--- config.mk ---
export PLATFORM = sky130hd
export DESIGN_NAME = ccm_match_top
export DESIGN_NICKNAME = d
export VERILOG_FILES = /design/src/rtl/ccm_pkg.sv /design/src/rtl/ccm_deb_if.sv /design/src/rtl/ccm_thr_mem.sv /design/src/rtl/ccm_pin_deb.sv /design/src/rtl/ccm_match_top.sv
export VERILOG_INCLUDE_DIRS = /design/src /design/src/rtl
export SDC_FILE = /design/constraint.sdc
export NUM_CORES = 1
export LEC_CHECK = 0
export ABC_AREA = 1
export ABC_CLOCK_PERIOD_IN_PS = 2200
export BUFFER_PORTS_ARGS = -buffer_cell sky130_fd_sc_hd__buf_2
export CAP_MARGIN = 20
export CORE_MARGIN = 5
export CORE_UTILIZATION = 50
export CTS_BUF_LIST = sky130_fd_sc_hd__clkbuf_8
export CTS_CLUSTER_DIAMETER = 200
export DETAILED_ROUTE_END_ITERATION = 7
export PLACE_DENSITY_LB_ADDON = 0.1
export SYNTH_ARGS = -nofsm -noshare
export SYNTH_HDL_FRONTEND = slang
export SYNTH_SLANG_ARGS = --single-unit
--- constraint.sdc ---
create_clock -name i_core_clk -period 2.2 [get_ports i_core_clk]
set_input_delay 0.22 -clock i_core_clk [delete_from_list [all_inputs] [get_ports i_core_clk]]
set_output_delay 0.22 -clock i_core_clk [all_outputs]
set_load 0.02 [all_outputs]
--- src/rtl/ccm_map.svh ---
// Register offsets, field positions, reset values and timing counts of the CC match logic
`ifndef CCM_MAP_SVH
`define CCM_MAP_SVH

// Byte offsets on the APB register window
`define CCM_OFS_CTRL 12'h000
`define CCM_OFS_DEB_TIME 12'h004
`define CCM_OFS_CC1_DBCLR 12'h008
`define CCM_OFS_CC1_MEN 12'h00C
`define CCM_OFS_CC2_DBCLR 12'h010
`define CCM_OFS_CC2_MEN 12'h014
`define CCM_OFS_CC1_MATCH 12'h018
`define CCM_OFS_CC2_MATCH 12'h01C
`define CCM_OFS_CC1_CHG 12'h020
`define CCM_OFS_CC2_CHG 12'h024
`define CCM_OFS_INT_STS 12'h028
`define CCM_OFS_INT_MASK 12'h02C
`define CCM_OFS_STATUS 12'h030
`define CCM_OFS_THR_BASE 12'h040
`define CCM_OFS_THR_LAST 12'h05C

// Field positions
`define CCM_CTRL_DEB_EN 0
`define CCM_INT_VALID 0
`define CCM_INT_CC1_CHG 1
`define CCM_INT_CC2_CHG 2
`define CCM_STAT_DEB_ACTIVE 0
`define CCM_STAT_VALID 1

// Reset values
`define CCM_RST_DEB_TIME 16'h000A
`define CCM_RST_MASK 8'h00

// Default threshold levels in millivolts, index 0 to 7
`define CCM_THR0_MV 16'h00C8
`define CCM_THR1_MV 16'h0190
`define CCM_THR2_MV 16'h0294
`define CCM_THR3_MV 16'h0320
`define CCM_THR4_MV 16'h04CE
`define CCM_THR5_MV 16'h0640
`define CCM_THR6_MV 16'h0A28
`define CCM_THR7_MV 16'h0BB8

// Timing: debounce unit and clock period in nanoseconds
`define CCM_DEB_UNIT_NS 1000
`define CCM_CLK_PERIOD_NS 10
`define CCM_US_CYCLES (`CCM_DEB_UNIT_NS / `CCM_CLK_PERIOD_NS)

`endif

--- src/rtl/ccm_pkg.sv ---
// Shared types of the CC match logic
package ccm_pkg;
   typedef logic [7:0] ccm_vec_t;
   typedef logic [15:0] ccm_level_t;
   typedef enum logic [1:0] {CCM_DEB_IDLE, CCM_DEB_SETTLE, CCM_DEB_STABLE} ccm_deb_st_t;
endpackage

--- src/rtl/ccm_deb_if.sv ---
// Control and result bundle between the top and one per-pin debouncer
`timescale 1ns/1ns
`default_nettype none
interface ccm_deb_if;
   logic enable;
   ccm_pkg::ccm_vec_t mask;
   logic [15:0] deb_us;
   ccm_pkg::ccm_vec_t raw;
   ccm_pkg::ccm_vec_t match;
   ccm_pkg::ccm_vec_t chg_evt;
   logic first_done;
   logic changed;
   modport ctl (output enable, output mask, output deb_us, output raw,
                input match, input chg_evt, input first_done, input changed);
   modport deb (input enable, input mask, input deb_us, input raw,
                output match, output chg_evt, output first_done, output changed);
endinterface
`default_nettype wire

--- src/rtl/ccm_thr_mem.sv ---
// Threshold level store: one word per index, CC1 level low half, CC2 level high half
`timescale 1ns/1ns
`default_nettype none
`include "ccm_map.svh"
module ccm_thr_mem
#(
   parameter int DEPTH = 8,
   parameter int AW = 3
)
(
   // Clock and reset
   input wire logic i_core_clk,
   input wire logic i_rst_n,
   input wire logic i_clk_en,
   // Write port
   input wire logic i_we,
   input wire logic [AW-1:0] i_waddr,
   input wire logic [31:0] i_wdata,
   // Registered read ports
   input wire logic [AW-1:0] i_raddr_a,
   output logic [31:0] o_rdata_a,
   input wire logic [AW-1:0] i_raddr_b,
   output logic [31:0] o_rdata_b
);
   logic [31:0] mem_r [DEPTH];

   initial
   begin
      if (DEPTH != 8 || (1 << AW) != DEPTH)
         $error("ccm_thr_mem: only eight entries are served");
   end

   function automatic logic [15:0] dflt(input int idx);
      case (idx)
         0: dflt = `CCM_THR0_MV;
         1: dflt = `CCM_THR1_MV;
         2: dflt = `CCM_THR2_MV;
         3: dflt = `CCM_THR3_MV;
         4: dflt = `CCM_THR4_MV;
         5: dflt = `CCM_THR5_MV;
         6: dflt = `CCM_THR6_MV;
         default: dflt = `CCM_THR7_MV;
      endcase
   endfunction

   genvar gi;
   generate
      for (gi = 0; gi < DEPTH; gi++)
      begin : g_word
         always_ff @(posedge i_core_clk or negedge i_rst_n)
         begin
            if (!i_rst_n)
               mem_r[gi] <= {dflt(gi), dflt(gi)};
            else if (i_clk_en && i_we && i_waddr == AW'(gi))
               mem_r[gi] <= i_wdata;
         end
      end
   endgenerate

   always_ff @(posedge i_core_clk or negedge i_rst_n)
   begin
      if (!i_rst_n)
      begin
         o_rdata_a <= 32'h00000000;
         o_rdata_b <= 32'h00000000;
      end
      else if (i_clk_en)
      begin
         o_rdata_a <= mem_r[i_raddr_a];
         o_rdata_b <= mem_r[i_raddr_b];
      end
   end
endmodule // ccm_thr_mem
`default_nettype wire

--- src/rtl/ccm_pin_deb.sv ---
// Per-pin debouncer: masks, makes matches cumulative and commits them after the interval
`timescale 1ns/1ns
`default_nettype none
`include "ccm_map.svh"
module ccm_pin_deb
#(
   parameter int US_CYCLES = `CCM_US_CYCLES
)
(
   // Clock and reset
   input wire logic i_core_clk,
   input wire logic i_rst_n,
   input wire logic i_clk_en,
   // Link to the top
   ccm_deb_if.deb bus
);
   ccm_pkg::ccm_deb_st_t st_r;
   ccm_pkg::ccm_vec_t hit;
   ccm_pkg::ccm_vec_t cum;
   ccm_pkg::ccm_vec_t cand_r;
   logic [15:0] pre_r;
   logic [15:0] us_r;

   initial
   begin
      if (US_CYCLES < 1 || US_CYCLES > 65535)
         $error("ccm_pin_deb: US_CYCLES out of range");
   end

   assign hit = bus.raw & bus.mask;
   genvar gi;
   generate
      for (gi = 0; gi < 8; gi++)
      begin : g_cum
         // A higher enabled crossing also reports every lower enabled threshold
         assign cum[gi] = bus.mask[gi] & (|hit[7:gi]);
      end
   endgenerate

   always_ff @(posedge i_core_clk or negedge i_rst_n)
   begin
      if (!i_rst_n)
      begin
         st_r <= ccm_pkg::CCM_DEB_IDLE;
         cand_r <= 8'h00;
         pre_r <= 16'h0000;
         us_r <= 16'h0000;
         bus.match <= 8'h00;
         bus.chg_evt <= 8'h00;
         bus.first_done <= 1'b0;
         bus.changed <= 1'b0;
      end
      else if (i_clk_en)
      begin
         bus.chg_evt <= 8'h00;
         bus.changed <= 1'b0;
         case (st_r)
            ccm_pkg::CCM_DEB_IDLE:
            begin
               bus.first_done <= 1'b0;
               if (bus.enable)
               begin
                  cand_r <= cum;
                  pre_r <= 16'h0000;
                  us_r <= 16'h0000;
                  st_r <= ccm_pkg::CCM_DEB_SETTLE;
               end
            end
            ccm_pkg::CCM_DEB_SETTLE:
            begin
               if (!bus.enable)
                  st_r <= ccm_pkg::CCM_DEB_IDLE;
               else if (cum != cand_r)
               begin
                  // Any bounce restarts the interval
                  cand_r <= cum;
                  pre_r <= 16'h0000;
                  us_r <= 16'h0000;
               end
               else if (us_r >= bus.deb_us)
               begin
                  bus.match <= cand_r;
                  bus.chg_evt <= cand_r ^ bus.match;
                  bus.changed <= |(cand_r ^ bus.match);
                  bus.first_done <= 1'b1;
                  st_r <= ccm_pkg::CCM_DEB_STABLE;
               end
               else if (pre_r == 16'(US_CYCLES - 1))
               begin
                  pre_r <= 16'h0000;
                  us_r <= us_r + 16'h0001;
               end
               else
                  pre_r <= pre_r + 16'h0001;
            end
            default:
            begin
               if (!bus.enable)
                  st_r <= ccm_pkg::CCM_DEB_IDLE;
               else if (cum != cand_r)
               begin
                  cand_r <= cum;
                  pre_r <= 16'h0000;
                  us_r <= 16'h0000;
                  st_r <= ccm_pkg::CCM_DEB_SETTLE;
               end
            end
         endcase
      end
   end
endmodule // ccm_pin_deb
`default_nettype wire

--- src/rtl/ccm_match_top.sv ---
// CC threshold match logic: APB registers, comparator sync, two pin debouncers, interrupt
// Overview of operation
// - Eight thresholds per CC pin; index n is bit n of match and change results.
// - Reset levels ascend 0.20 V to 2.60 V; index 7 is 3.0 V vendor level.
// - As sink, changes in crossed source threshold are detected and reported.
// - Source cable detect uses index 0 default, 1 for 1.5A, 3 for 3.0A.
// - Sink source-detect uses index 0 default, 2 for 1.5A, 4 for 3.0A.
// - Source sink-detect uses index 5 for default and 1.5A, 6 for 3.0A.
// - Sink results: none, bit 0, bits 0,2, bits 0,2,4, bits 0,2,4,7.
// - Source open line: bits 0,5; 1,5; 3,6; or bit 7 alone.
// - Source with sink: bit 0, 1 or 3; powered cable only gives none.
// - Software sets equal masks; only thresholds enabled in both are evaluated.
// - After the debounce interval matches appear in match and change registers.
// - Exceeding a higher enabled threshold also matches every lower enabled one.
// - Valid flag after both pins' first debounce; per-pin change events flagged.
`timescale 1ns/1ns
`default_nettype none
`include "ccm_map.svh"
module ccm_match_top
#(
   parameter int NUM_THR = 8,
   parameter int US_CYCLES = `CCM_US_CYCLES
)
(
   // Clock, reset, clock enable
   input wire logic i_core_clk,
   input wire logic i_rst_n,
   input wire logic i_clk_en,
   // APB slave
   input wire logic i_psel,
   input wire logic i_penable,
   input wire logic i_pwrite,
   input wire logic [11:0] i_paddr,
   input wire logic [31:0] i_pwdata,
   output logic [31:0] o_prdata,
   output logic o_pready,
   output logic o_pslverr,
   // Analog comparator results, one bit per threshold index
   input wire logic [7:0] i_cmp_cc1,
   input wire logic [7:0] i_cmp_cc2,
   // Threshold levels towards the DAC, scanned index by index
   output logic [2:0] o_dac_idx,
   output logic [15:0] o_dac_level_cc1,
   output logic [15:0] o_dac_level_cc2,
   // Interrupt
   output logic o_irq
);
   initial
   begin
      if (NUM_THR != 8)
         $error("ccm_match_top: exactly eight thresholds per pin are served");
   end

   ccm_deb_if deb1 ();
   ccm_deb_if deb2 ();

   logic deb_en_r;
   logic [15:0] deb_time_r;
   ccm_pkg::ccm_vec_t cc1_dbclr_r;
   ccm_pkg::ccm_vec_t cc1_men_r;
   ccm_pkg::ccm_vec_t cc2_dbclr_r;
   ccm_pkg::ccm_vec_t cc2_men_r;
   ccm_pkg::ccm_vec_t cc1_chg_r;
   ccm_pkg::ccm_vec_t cc2_chg_r;
   logic [2:0] int_sts_r;
   logic [2:0] int_mask_r;
   logic valid_seen_r;
   logic [7:0] cc1_s1_r;
   logic [7:0] cc1_s2_r;
   logic [7:0] cc2_s1_r;
   logic [7:0] cc2_s2_r;
   logic pend_r;
   logic [2:0] scan_r;
   logic [2:0] scan_d_r;
   logic [31:0] thr_rd_a;
   logic [31:0] thr_rd_b;
   logic wr_go;
   logic is_thr;
   logic [2:0] thr_idx;
   logic [31:0] rd_nxt;
   logic map_hit;
   logic valid_evt;
   logic [2:0] int_evt;
   logic [2:0] int_w1c;
   ccm_pkg::ccm_vec_t cc1_w1c;
   ccm_pkg::ccm_vec_t cc2_w1c;

   // Comparator outputs are asynchronous to the core clock
   always_ff @(posedge i_core_clk or negedge i_rst_n)
   begin
      if (!i_rst_n)
      begin
         cc1_s1_r <= 8'h00;
         cc1_s2_r <= 8'h00;
         cc2_s1_r <= 8'h00;
         cc2_s2_r <= 8'h00;
      end
      else if (i_clk_en)
      begin
         cc1_s1_r <= i_cmp_cc1;
         cc1_s2_r <= cc1_s1_r;
         cc2_s1_r <= i_cmp_cc2;
         cc2_s2_r <= cc2_s1_r;
      end
   end

   // Both masks must agree, so a threshold counts only where both are set
   assign deb1.enable = deb_en_r;
   assign deb1.mask = cc1_dbclr_r & cc1_men_r;
   assign deb1.deb_us = deb_time_r;
   assign deb1.raw = cc1_s2_r;
   assign deb2.enable = deb_en_r;
   assign deb2.mask = cc2_dbclr_r & cc2_men_r;
   assign deb2.deb_us = deb_time_r;
   assign deb2.raw = cc2_s2_r;

   // One debouncer per pin keeps the two pins' results apart
   ccm_pin_deb #(.US_CYCLES(US_CYCLES)) u_deb_cc1
   (
      .i_core_clk(i_core_clk),
      .i_rst_n(i_rst_n),
      .i_clk_en(i_clk_en),
      .bus(deb1.deb)
   );

   ccm_pin_deb #(.US_CYCLES(US_CYCLES)) u_deb_cc2
   (
      .i_core_clk(i_core_clk),
      .i_rst_n(i_rst_n),
      .i_clk_en(i_clk_en),
      .bus(deb2.deb)
   );

   // APB decode
   assign wr_go = i_psel & i_penable & o_pready & i_pwrite;
   assign is_thr = (i_paddr >= `CCM_OFS_THR_BASE) && (i_paddr <= `CCM_OFS_THR_LAST)
                   && (i_paddr[1:0] == 2'b00);
   assign thr_idx = i_paddr[4:2];

   ccm_thr_mem #(.DEPTH(NUM_THR), .AW(3)) u_thr_mem
   (
      .i_core_clk(i_core_clk),
      .i_rst_n(i_rst_n),
      .i_clk_en(i_clk_en),
      .i_we(wr_go & is_thr),
      .i_waddr(thr_idx),
      .i_wdata(i_pwdata),
      .i_raddr_a(thr_idx),
      .o_rdata_a(thr_rd_a),
      .i_raddr_b(scan_r),
      .o_rdata_b(thr_rd_b)
   );

   always_comb
   begin
      rd_nxt = 32'h00000000;
      map_hit = 1'b1;
      if (i_paddr == `CCM_OFS_CTRL)
         rd_nxt[`CCM_CTRL_DEB_EN] = deb_en_r;
      else if (i_paddr == `CCM_OFS_DEB_TIME)
         rd_nxt[15:0] = deb_time_r;
      else if (i_paddr == `CCM_OFS_CC1_DBCLR)
         rd_nxt[7:0] = cc1_dbclr_r;
      else if (i_paddr == `CCM_OFS_CC1_MEN)
         rd_nxt[7:0] = cc1_men_r;
      else if (i_paddr == `CCM_OFS_CC2_DBCLR)
         rd_nxt[7:0] = cc2_dbclr_r;
      else if (i_paddr == `CCM_OFS_CC2_MEN)
         rd_nxt[7:0] = cc2_men_r;
      else if (i_paddr == `CCM_OFS_CC1_MATCH)
         rd_nxt[7:0] = deb1.match;
      else if (i_paddr == `CCM_OFS_CC2_MATCH)
         rd_nxt[7:0] = deb2.match;
      else if (i_paddr == `CCM_OFS_CC1_CHG)
         rd_nxt[7:0] = cc1_chg_r;
      else if (i_paddr == `CCM_OFS_CC2_CHG)
         rd_nxt[7:0] = cc2_chg_r;
      else if (i_paddr == `CCM_OFS_INT_STS)
         rd_nxt[2:0] = int_sts_r;
      else if (i_paddr == `CCM_OFS_INT_MASK)
         rd_nxt[2:0] = int_mask_r;
      else if (i_paddr == `CCM_OFS_STATUS)
      begin
         rd_nxt[`CCM_STAT_DEB_ACTIVE] = deb_en_r;
         rd_nxt[`CCM_STAT_VALID] = valid_seen_r;
      end
      else if (is_thr)
         rd_nxt = thr_rd_a;
      else
         map_hit = 1'b0;
   end

   // One wait state lets the threshold store's registered read settle for every access
   always_ff @(posedge i_core_clk or negedge i_rst_n)
   begin
      if (!i_rst_n)
      begin
         pend_r <= 1'b0;
         o_pready <= 1'b0;
         o_prdata <= 32'h00000000;
         o_pslverr <= 1'b0;
      end
      else if (i_clk_en)
      begin
         pend_r <= i_psel & ~i_penable & ~pend_r & ~o_pready;
         o_pready <= pend_r & i_psel;
         if (pend_r)
         begin
            o_prdata <= i_pwrite ? 32'h00000000 : rd_nxt;
            o_pslverr <= ~map_hit;
         end
         else if (o_pready)
         begin
            o_prdata <= 32'h00000000;
            o_pslverr <= 1'b0;
         end
      end
   end

   // Control and mask registers
   always_ff @(posedge i_core_clk or negedge i_rst_n)
   begin
      if (!i_rst_n)
      begin
         deb_en_r <= 1'b0;
         deb_time_r <= `CCM_RST_DEB_TIME;
         cc1_dbclr_r <= `CCM_RST_MASK;
         cc1_men_r <= `CCM_RST_MASK;
         cc2_dbclr_r <= `CCM_RST_MASK;
         cc2_men_r <= `CCM_RST_MASK;
         int_mask_r <= 3'h0;
      end
      else if (i_clk_en && wr_go)
      begin
         if (i_paddr == `CCM_OFS_CTRL)
            deb_en_r <= i_pwdata[`CCM_CTRL_DEB_EN];
         else if (i_paddr == `CCM_OFS_DEB_TIME)
            deb_time_r <= i_pwdata[15:0];
         else if (i_paddr == `CCM_OFS_CC1_DBCLR)
            cc1_dbclr_r <= i_pwdata[7:0];
         else if (i_paddr == `CCM_OFS_CC1_MEN)
            cc1_men_r <= i_pwdata[7:0];
         else if (i_paddr == `CCM_OFS_CC2_DBCLR)
            cc2_dbclr_r <= i_pwdata[7:0];
         else if (i_paddr == `CCM_OFS_CC2_MEN)
            cc2_men_r <= i_pwdata[7:0];
         else if (i_paddr == `CCM_OFS_INT_MASK)
            int_mask_r <= i_pwdata[2:0];
      end
   end

   // Write-one-to-clear strobes
   assign cc1_w1c = (wr_go && i_paddr == `CCM_OFS_CC1_CHG) ? i_pwdata[7:0] : 8'h00;
   assign cc2_w1c = (wr_go && i_paddr == `CCM_OFS_CC2_CHG) ? i_pwdata[7:0] : 8'h00;
   assign int_w1c = (wr_go && i_paddr == `CCM_OFS_INT_STS) ? i_pwdata[2:0] : 3'h0;

   // Change flags: a new event in the clearing cycle survives the clear
   always_ff @(posedge i_core_clk or negedge i_rst_n)
   begin
      if (!i_rst_n)
      begin
         cc1_chg_r <= 8'h00;
         cc2_chg_r <= 8'h00;
      end
      else if (i_clk_en)
      begin
         cc1_chg_r <= (cc1_chg_r & ~cc1_w1c) | deb1.chg_evt;
         cc2_chg_r <= (cc2_chg_r & ~cc2_w1c) | deb2.chg_evt;
      end
   end

   // Valid is reported once per debounce enable, when both pins have settled
   assign valid_evt = deb1.first_done & deb2.first_done & ~valid_seen_r;
   always_ff @(posedge i_core_clk or negedge i_rst_n)
   begin
      if (!i_rst_n)
         valid_seen_r <= 1'b0;
      else if (i_clk_en)
      begin
         if (!deb_en_r)
            valid_seen_r <= 1'b0;
         else if (valid_evt)
            valid_seen_r <= 1'b1;
      end
   end

   always_comb
   begin
      int_evt = 3'h0;
      int_evt[`CCM_INT_VALID] = valid_evt;
      int_evt[`CCM_INT_CC1_CHG] = deb1.changed;
      int_evt[`CCM_INT_CC2_CHG] = deb2.changed;
   end

   always_ff @(posedge i_core_clk or negedge i_rst_n)
   begin
      if (!i_rst_n)
      begin
         int_sts_r <= 3'h0;
         o_irq <= 1'b0;
      end
      else if (i_clk_en)
      begin
         int_sts_r <= (int_sts_r & ~int_w1c) | int_evt;
         o_irq <= |(((int_sts_r & ~int_w1c) | int_evt) & int_mask_r);
      end
   end

   // DAC scan: the index and its levels leave together, one index per cycle
   always_ff @(posedge i_core_clk or negedge i_rst_n)
   begin
      if (!i_rst_n)
      begin
         scan_r <= 3'h0;
         scan_d_r <= 3'h0;
         o_dac_idx <= 3'h0;
         o_dac_level_cc1 <= 16'h0000;
         o_dac_level_cc2 <= 16'h0000;
      end
      else if (i_clk_en)
      begin
         scan_r <= scan_r + 3'h1;
         scan_d_r <= scan_r;
         o_dac_idx <= scan_d_r;
         o_dac_level_cc1 <= thr_rd_b[15:0];
         o_dac_level_cc2 <= thr_rd_b[31:16];
      end
   end

   // Result encodings need no decoding here: with the masks software picks,
   // cumulative matches give the sink patterns and the source single or pair
   // patterns directly
endmodule // ccm_match_top
`default_nettype wire

==> metrics.cfg <==
[outcome]
status=complete, but fails checks
violations=setup timing

[global_routing]
grt_pass1_wl_mm=155.6
grtUsageTotal_pct=28.95
grt_pass1_vias=27020
grt_max_degree=153
gr-total-overflow=0
antenna_found_initial=2

[critical_path]
cp-end-kind=register
critPathKind=register to register
arrival_ns=2.89
worstSetupStartpointType=register
crit_chain=nand3_4 > buf_6 > xor2_2 > o21ai_1 > a21oi_1 > nand2_1 > nor2_2 > nand3_4 > buf_6 > buf_6 > o21bai_4 > nand2_2 > nand2_2 > nand2_1 > nand2_1
critical_path.max_stage_delay_ns=0.41
cp_max_fo=4
crit_required_ns=2.83
crit_path_top_delay_cell=dfrtp_1

[final_layout]
drive_gt1_share_pct=19.35
fin_util_pct=61.87
area_growth_pct=22.66
nNetsFinal=4285
fin_cells=5107

[placement]
io_buffers=135
dpl.cell_count=4816
place_ws_ns=-0.06636
gp_congestion=0.9153
hpwl_mm=63.05

[detailed_routing]
via_per_inst=5.584
drt_pre_antenna_iters=5
postRouteAntennaNets=0
drc_errors=0
vias=28520
wire_per_inst_um=19.44
drt-total-wl_mm=99.28
drt_iter0_drc=2857

[yosys]
synth_area_leaders=dfrtp_1 44%, nand2_1 13%, o21ai_0 8.2%, dfstp_2 5.7%, inv_1 3.6%
synth_top_area_share_pct=44.46
yosys_warnings=0
synth_cell_type_count=55
synth.ff_latch_count=621
synthFlopType=dfrtp_1
syn_inst=3820
yosysMostFrequentCell=nand2_1
ys_top_cells_by_count=1,041 x nand2_1, 553 x dfrtp_1, 509 x o21ai_0, 296 x inv_1, 263 x nor2_1
synthArstFlopShare_pct=100.0
ys_seq_area_share_pct=50.20
synth_nets=3923
synth-edff-count=0
yosysTopAreaCell=dfrtp_1
syn_avg_cell_area_um2=8.149
syn-cell-area_um2=31130

[clock_network]
clock_sinks=621
cts_made_buffers=107
cts_tree=yes
cts_buffer_depth=3
root_buffer=clkbuf_8
htreeDepth=3
clk_pin_slew_ns=0.06
insertion_delay_ns=0.72

[floorplanning]
die_x_um=259.5
die_h_um=259.5
core-area_um2=61710
dieArea_um2=67350
initial_core_util_pct=50.44
fp-row-count=91
top_level_ports=136

[timing]
setup_ws_ns=-0.06074
min_period_over_period_pct=102.8
rsz0062_at_grt=true
worstMarginPinSlew_ns=0.7380
setup_violations=30
drv_slew=0
final_hold_viol_count=0
fmax_mhz=442.3
clock_skew_ns=0.03885
period_minus_slack_ns=2.261
relSlewSlack_pct=50.75
worst_hold_slack_ns=0.1816

[pwr]
p_per_area_nw_per_um2=790.5
power.leakage_nw=17.80
vdd_drop_max_uv=581.7
total_power_mw=30.18

[hold_path]
hold_path.class=input port to asynchronous set/reset pin

[flow_run]
drv_cap=0

## cell families after synthesis
logic type,Yosys count,share of synthesized area [%]
AND/OR/NAND/NOR,1652,22.20
XOR/XNOR,79,2.223
flip-flops,621,50.20
adder cells (fa/ha/maj),37,1.487
AO/OA/AOI/OAI,907,17.31
buffers and inverters,524,6.580
## layout by cell type (no fill, tap or decap), drive strengths merged, types with 68 or more instances in the layout
| cell type | netlist | layout |
|---|---|---|
| clkbuf | 171 | 141 |
| buf | 46 | 404 |
| nor2 | 277 | 277 |
| nand2 | 1057 | 1059 |
| a22oi | 90 | 90 |
| inv | 302 | 330 |
| dfrtp | 553 | 553 |
| nand3 | 203 | 203 |
| dfstp | 68 | 68 |
| o21ai | 576 | 576 |
## metrics by stage
stage               area (um^2)   TNS, ns
finish                    38180   -0.7769
CTS                       37480  -0.05022
global route              38180    -6.108
floorplan                 31130         0
detailed placement        34430    -1.216
global placement          34430   -0.6425
## repair_timing
action | 4_1_cts | 5_1_grt
gates cloned | 2 | 3
endpoints found under the hold margin | 768 | 0
setup buffers | 10 | 18
pin swaps | 13 | 46
resized for setup | 27 | 145
hold buffers | 64 | 0
endpoints found under the setup margin | 46 | 120
## sequential cells by signal, indices dropped and copies added, names as in the netlist, 16 cells and up
register             cells
o_dac_level_cc2         16
u_thr_mem.o_rdata_b     32
u_thr_mem.o_rdata_a     32
deb1.deb_us             16
u_deb_cc2.pre_r         16
u_thr_mem.mem_r        256
u_deb_cc1.pre_r         16
u_deb_cc1.us_r          16
o_prdata                32
u_deb_cc2.us_r          16
o_dac_level_cc1         16
## worst paths after layout
| kind | depth (start not counted) | start | slack [ns] | end |
|---|---|---|---|---|
| min reg2reg | 2 | o_dac_level_cc2[15] | 0.47 | o_dac_level_cc2[15] |
| min | 3 | i_rst_n | 0.18 | int_mask_r[0] |
| max reg2reg | 15 | cc1_s2_r[7] | -0.06 | u_deb_cc1.st_r[1] |
| max in group asynchronous | 4 | i_rst_n | 1.37 | u_thr_mem.mem_r[243] |
| min in group i_core_clk | 9 | i_paddr[4] | 0.24 | o_prdata[4] |
| max | 15 | cc1_s2_r[7] | -0.06 | u_deb_cc1.st_r[1] |
## area by class of cell
type / instances / area (um^2)
Fill cell: 5477 / 23530
Sequential cell: 621 / 15630
Multi-Input combinational cell: 2677 / 14050
Timing Repair Buffer: 468 / 4024
Clock buffer: 140 / 1927
Inverter: 307 / 1172
Tap cell: 837 / 1047
Clock inverter: 55 / 319.1
Antenna cell: 2 / 5.005
## where the power goes
| part | internal, mW | switching (mW) | leakage [nW] |
|---|---|---|---|
| logic | 2.27 | 4.34 | 8.42 |
| clock network | 6.03 | 4.93 | 1.29 |
| registers | 12.1 | 0.546 | 8.08 |
## routing by layer
metal	GRT usage [%]	up-vias	part of all wire, %
li1	-	13530	-
met1	43.69	13740	46
met2	43.40	1090	44
met3	4.513	158	7.5
met4	8.719	0	2.5
met5	0	-	0
## worst max-delay path: cells and delay by family, from the launching register on
family                    cells  cell delay, ns
and+or+nand+nor               8            0.87
xor gates and xnor gates      1            0.13
AOI/OAI and AO/OA             3            0.34
buffers and inverters         3            0.43
DFF                           1            0.41
(Power assumes the default switching activity.)
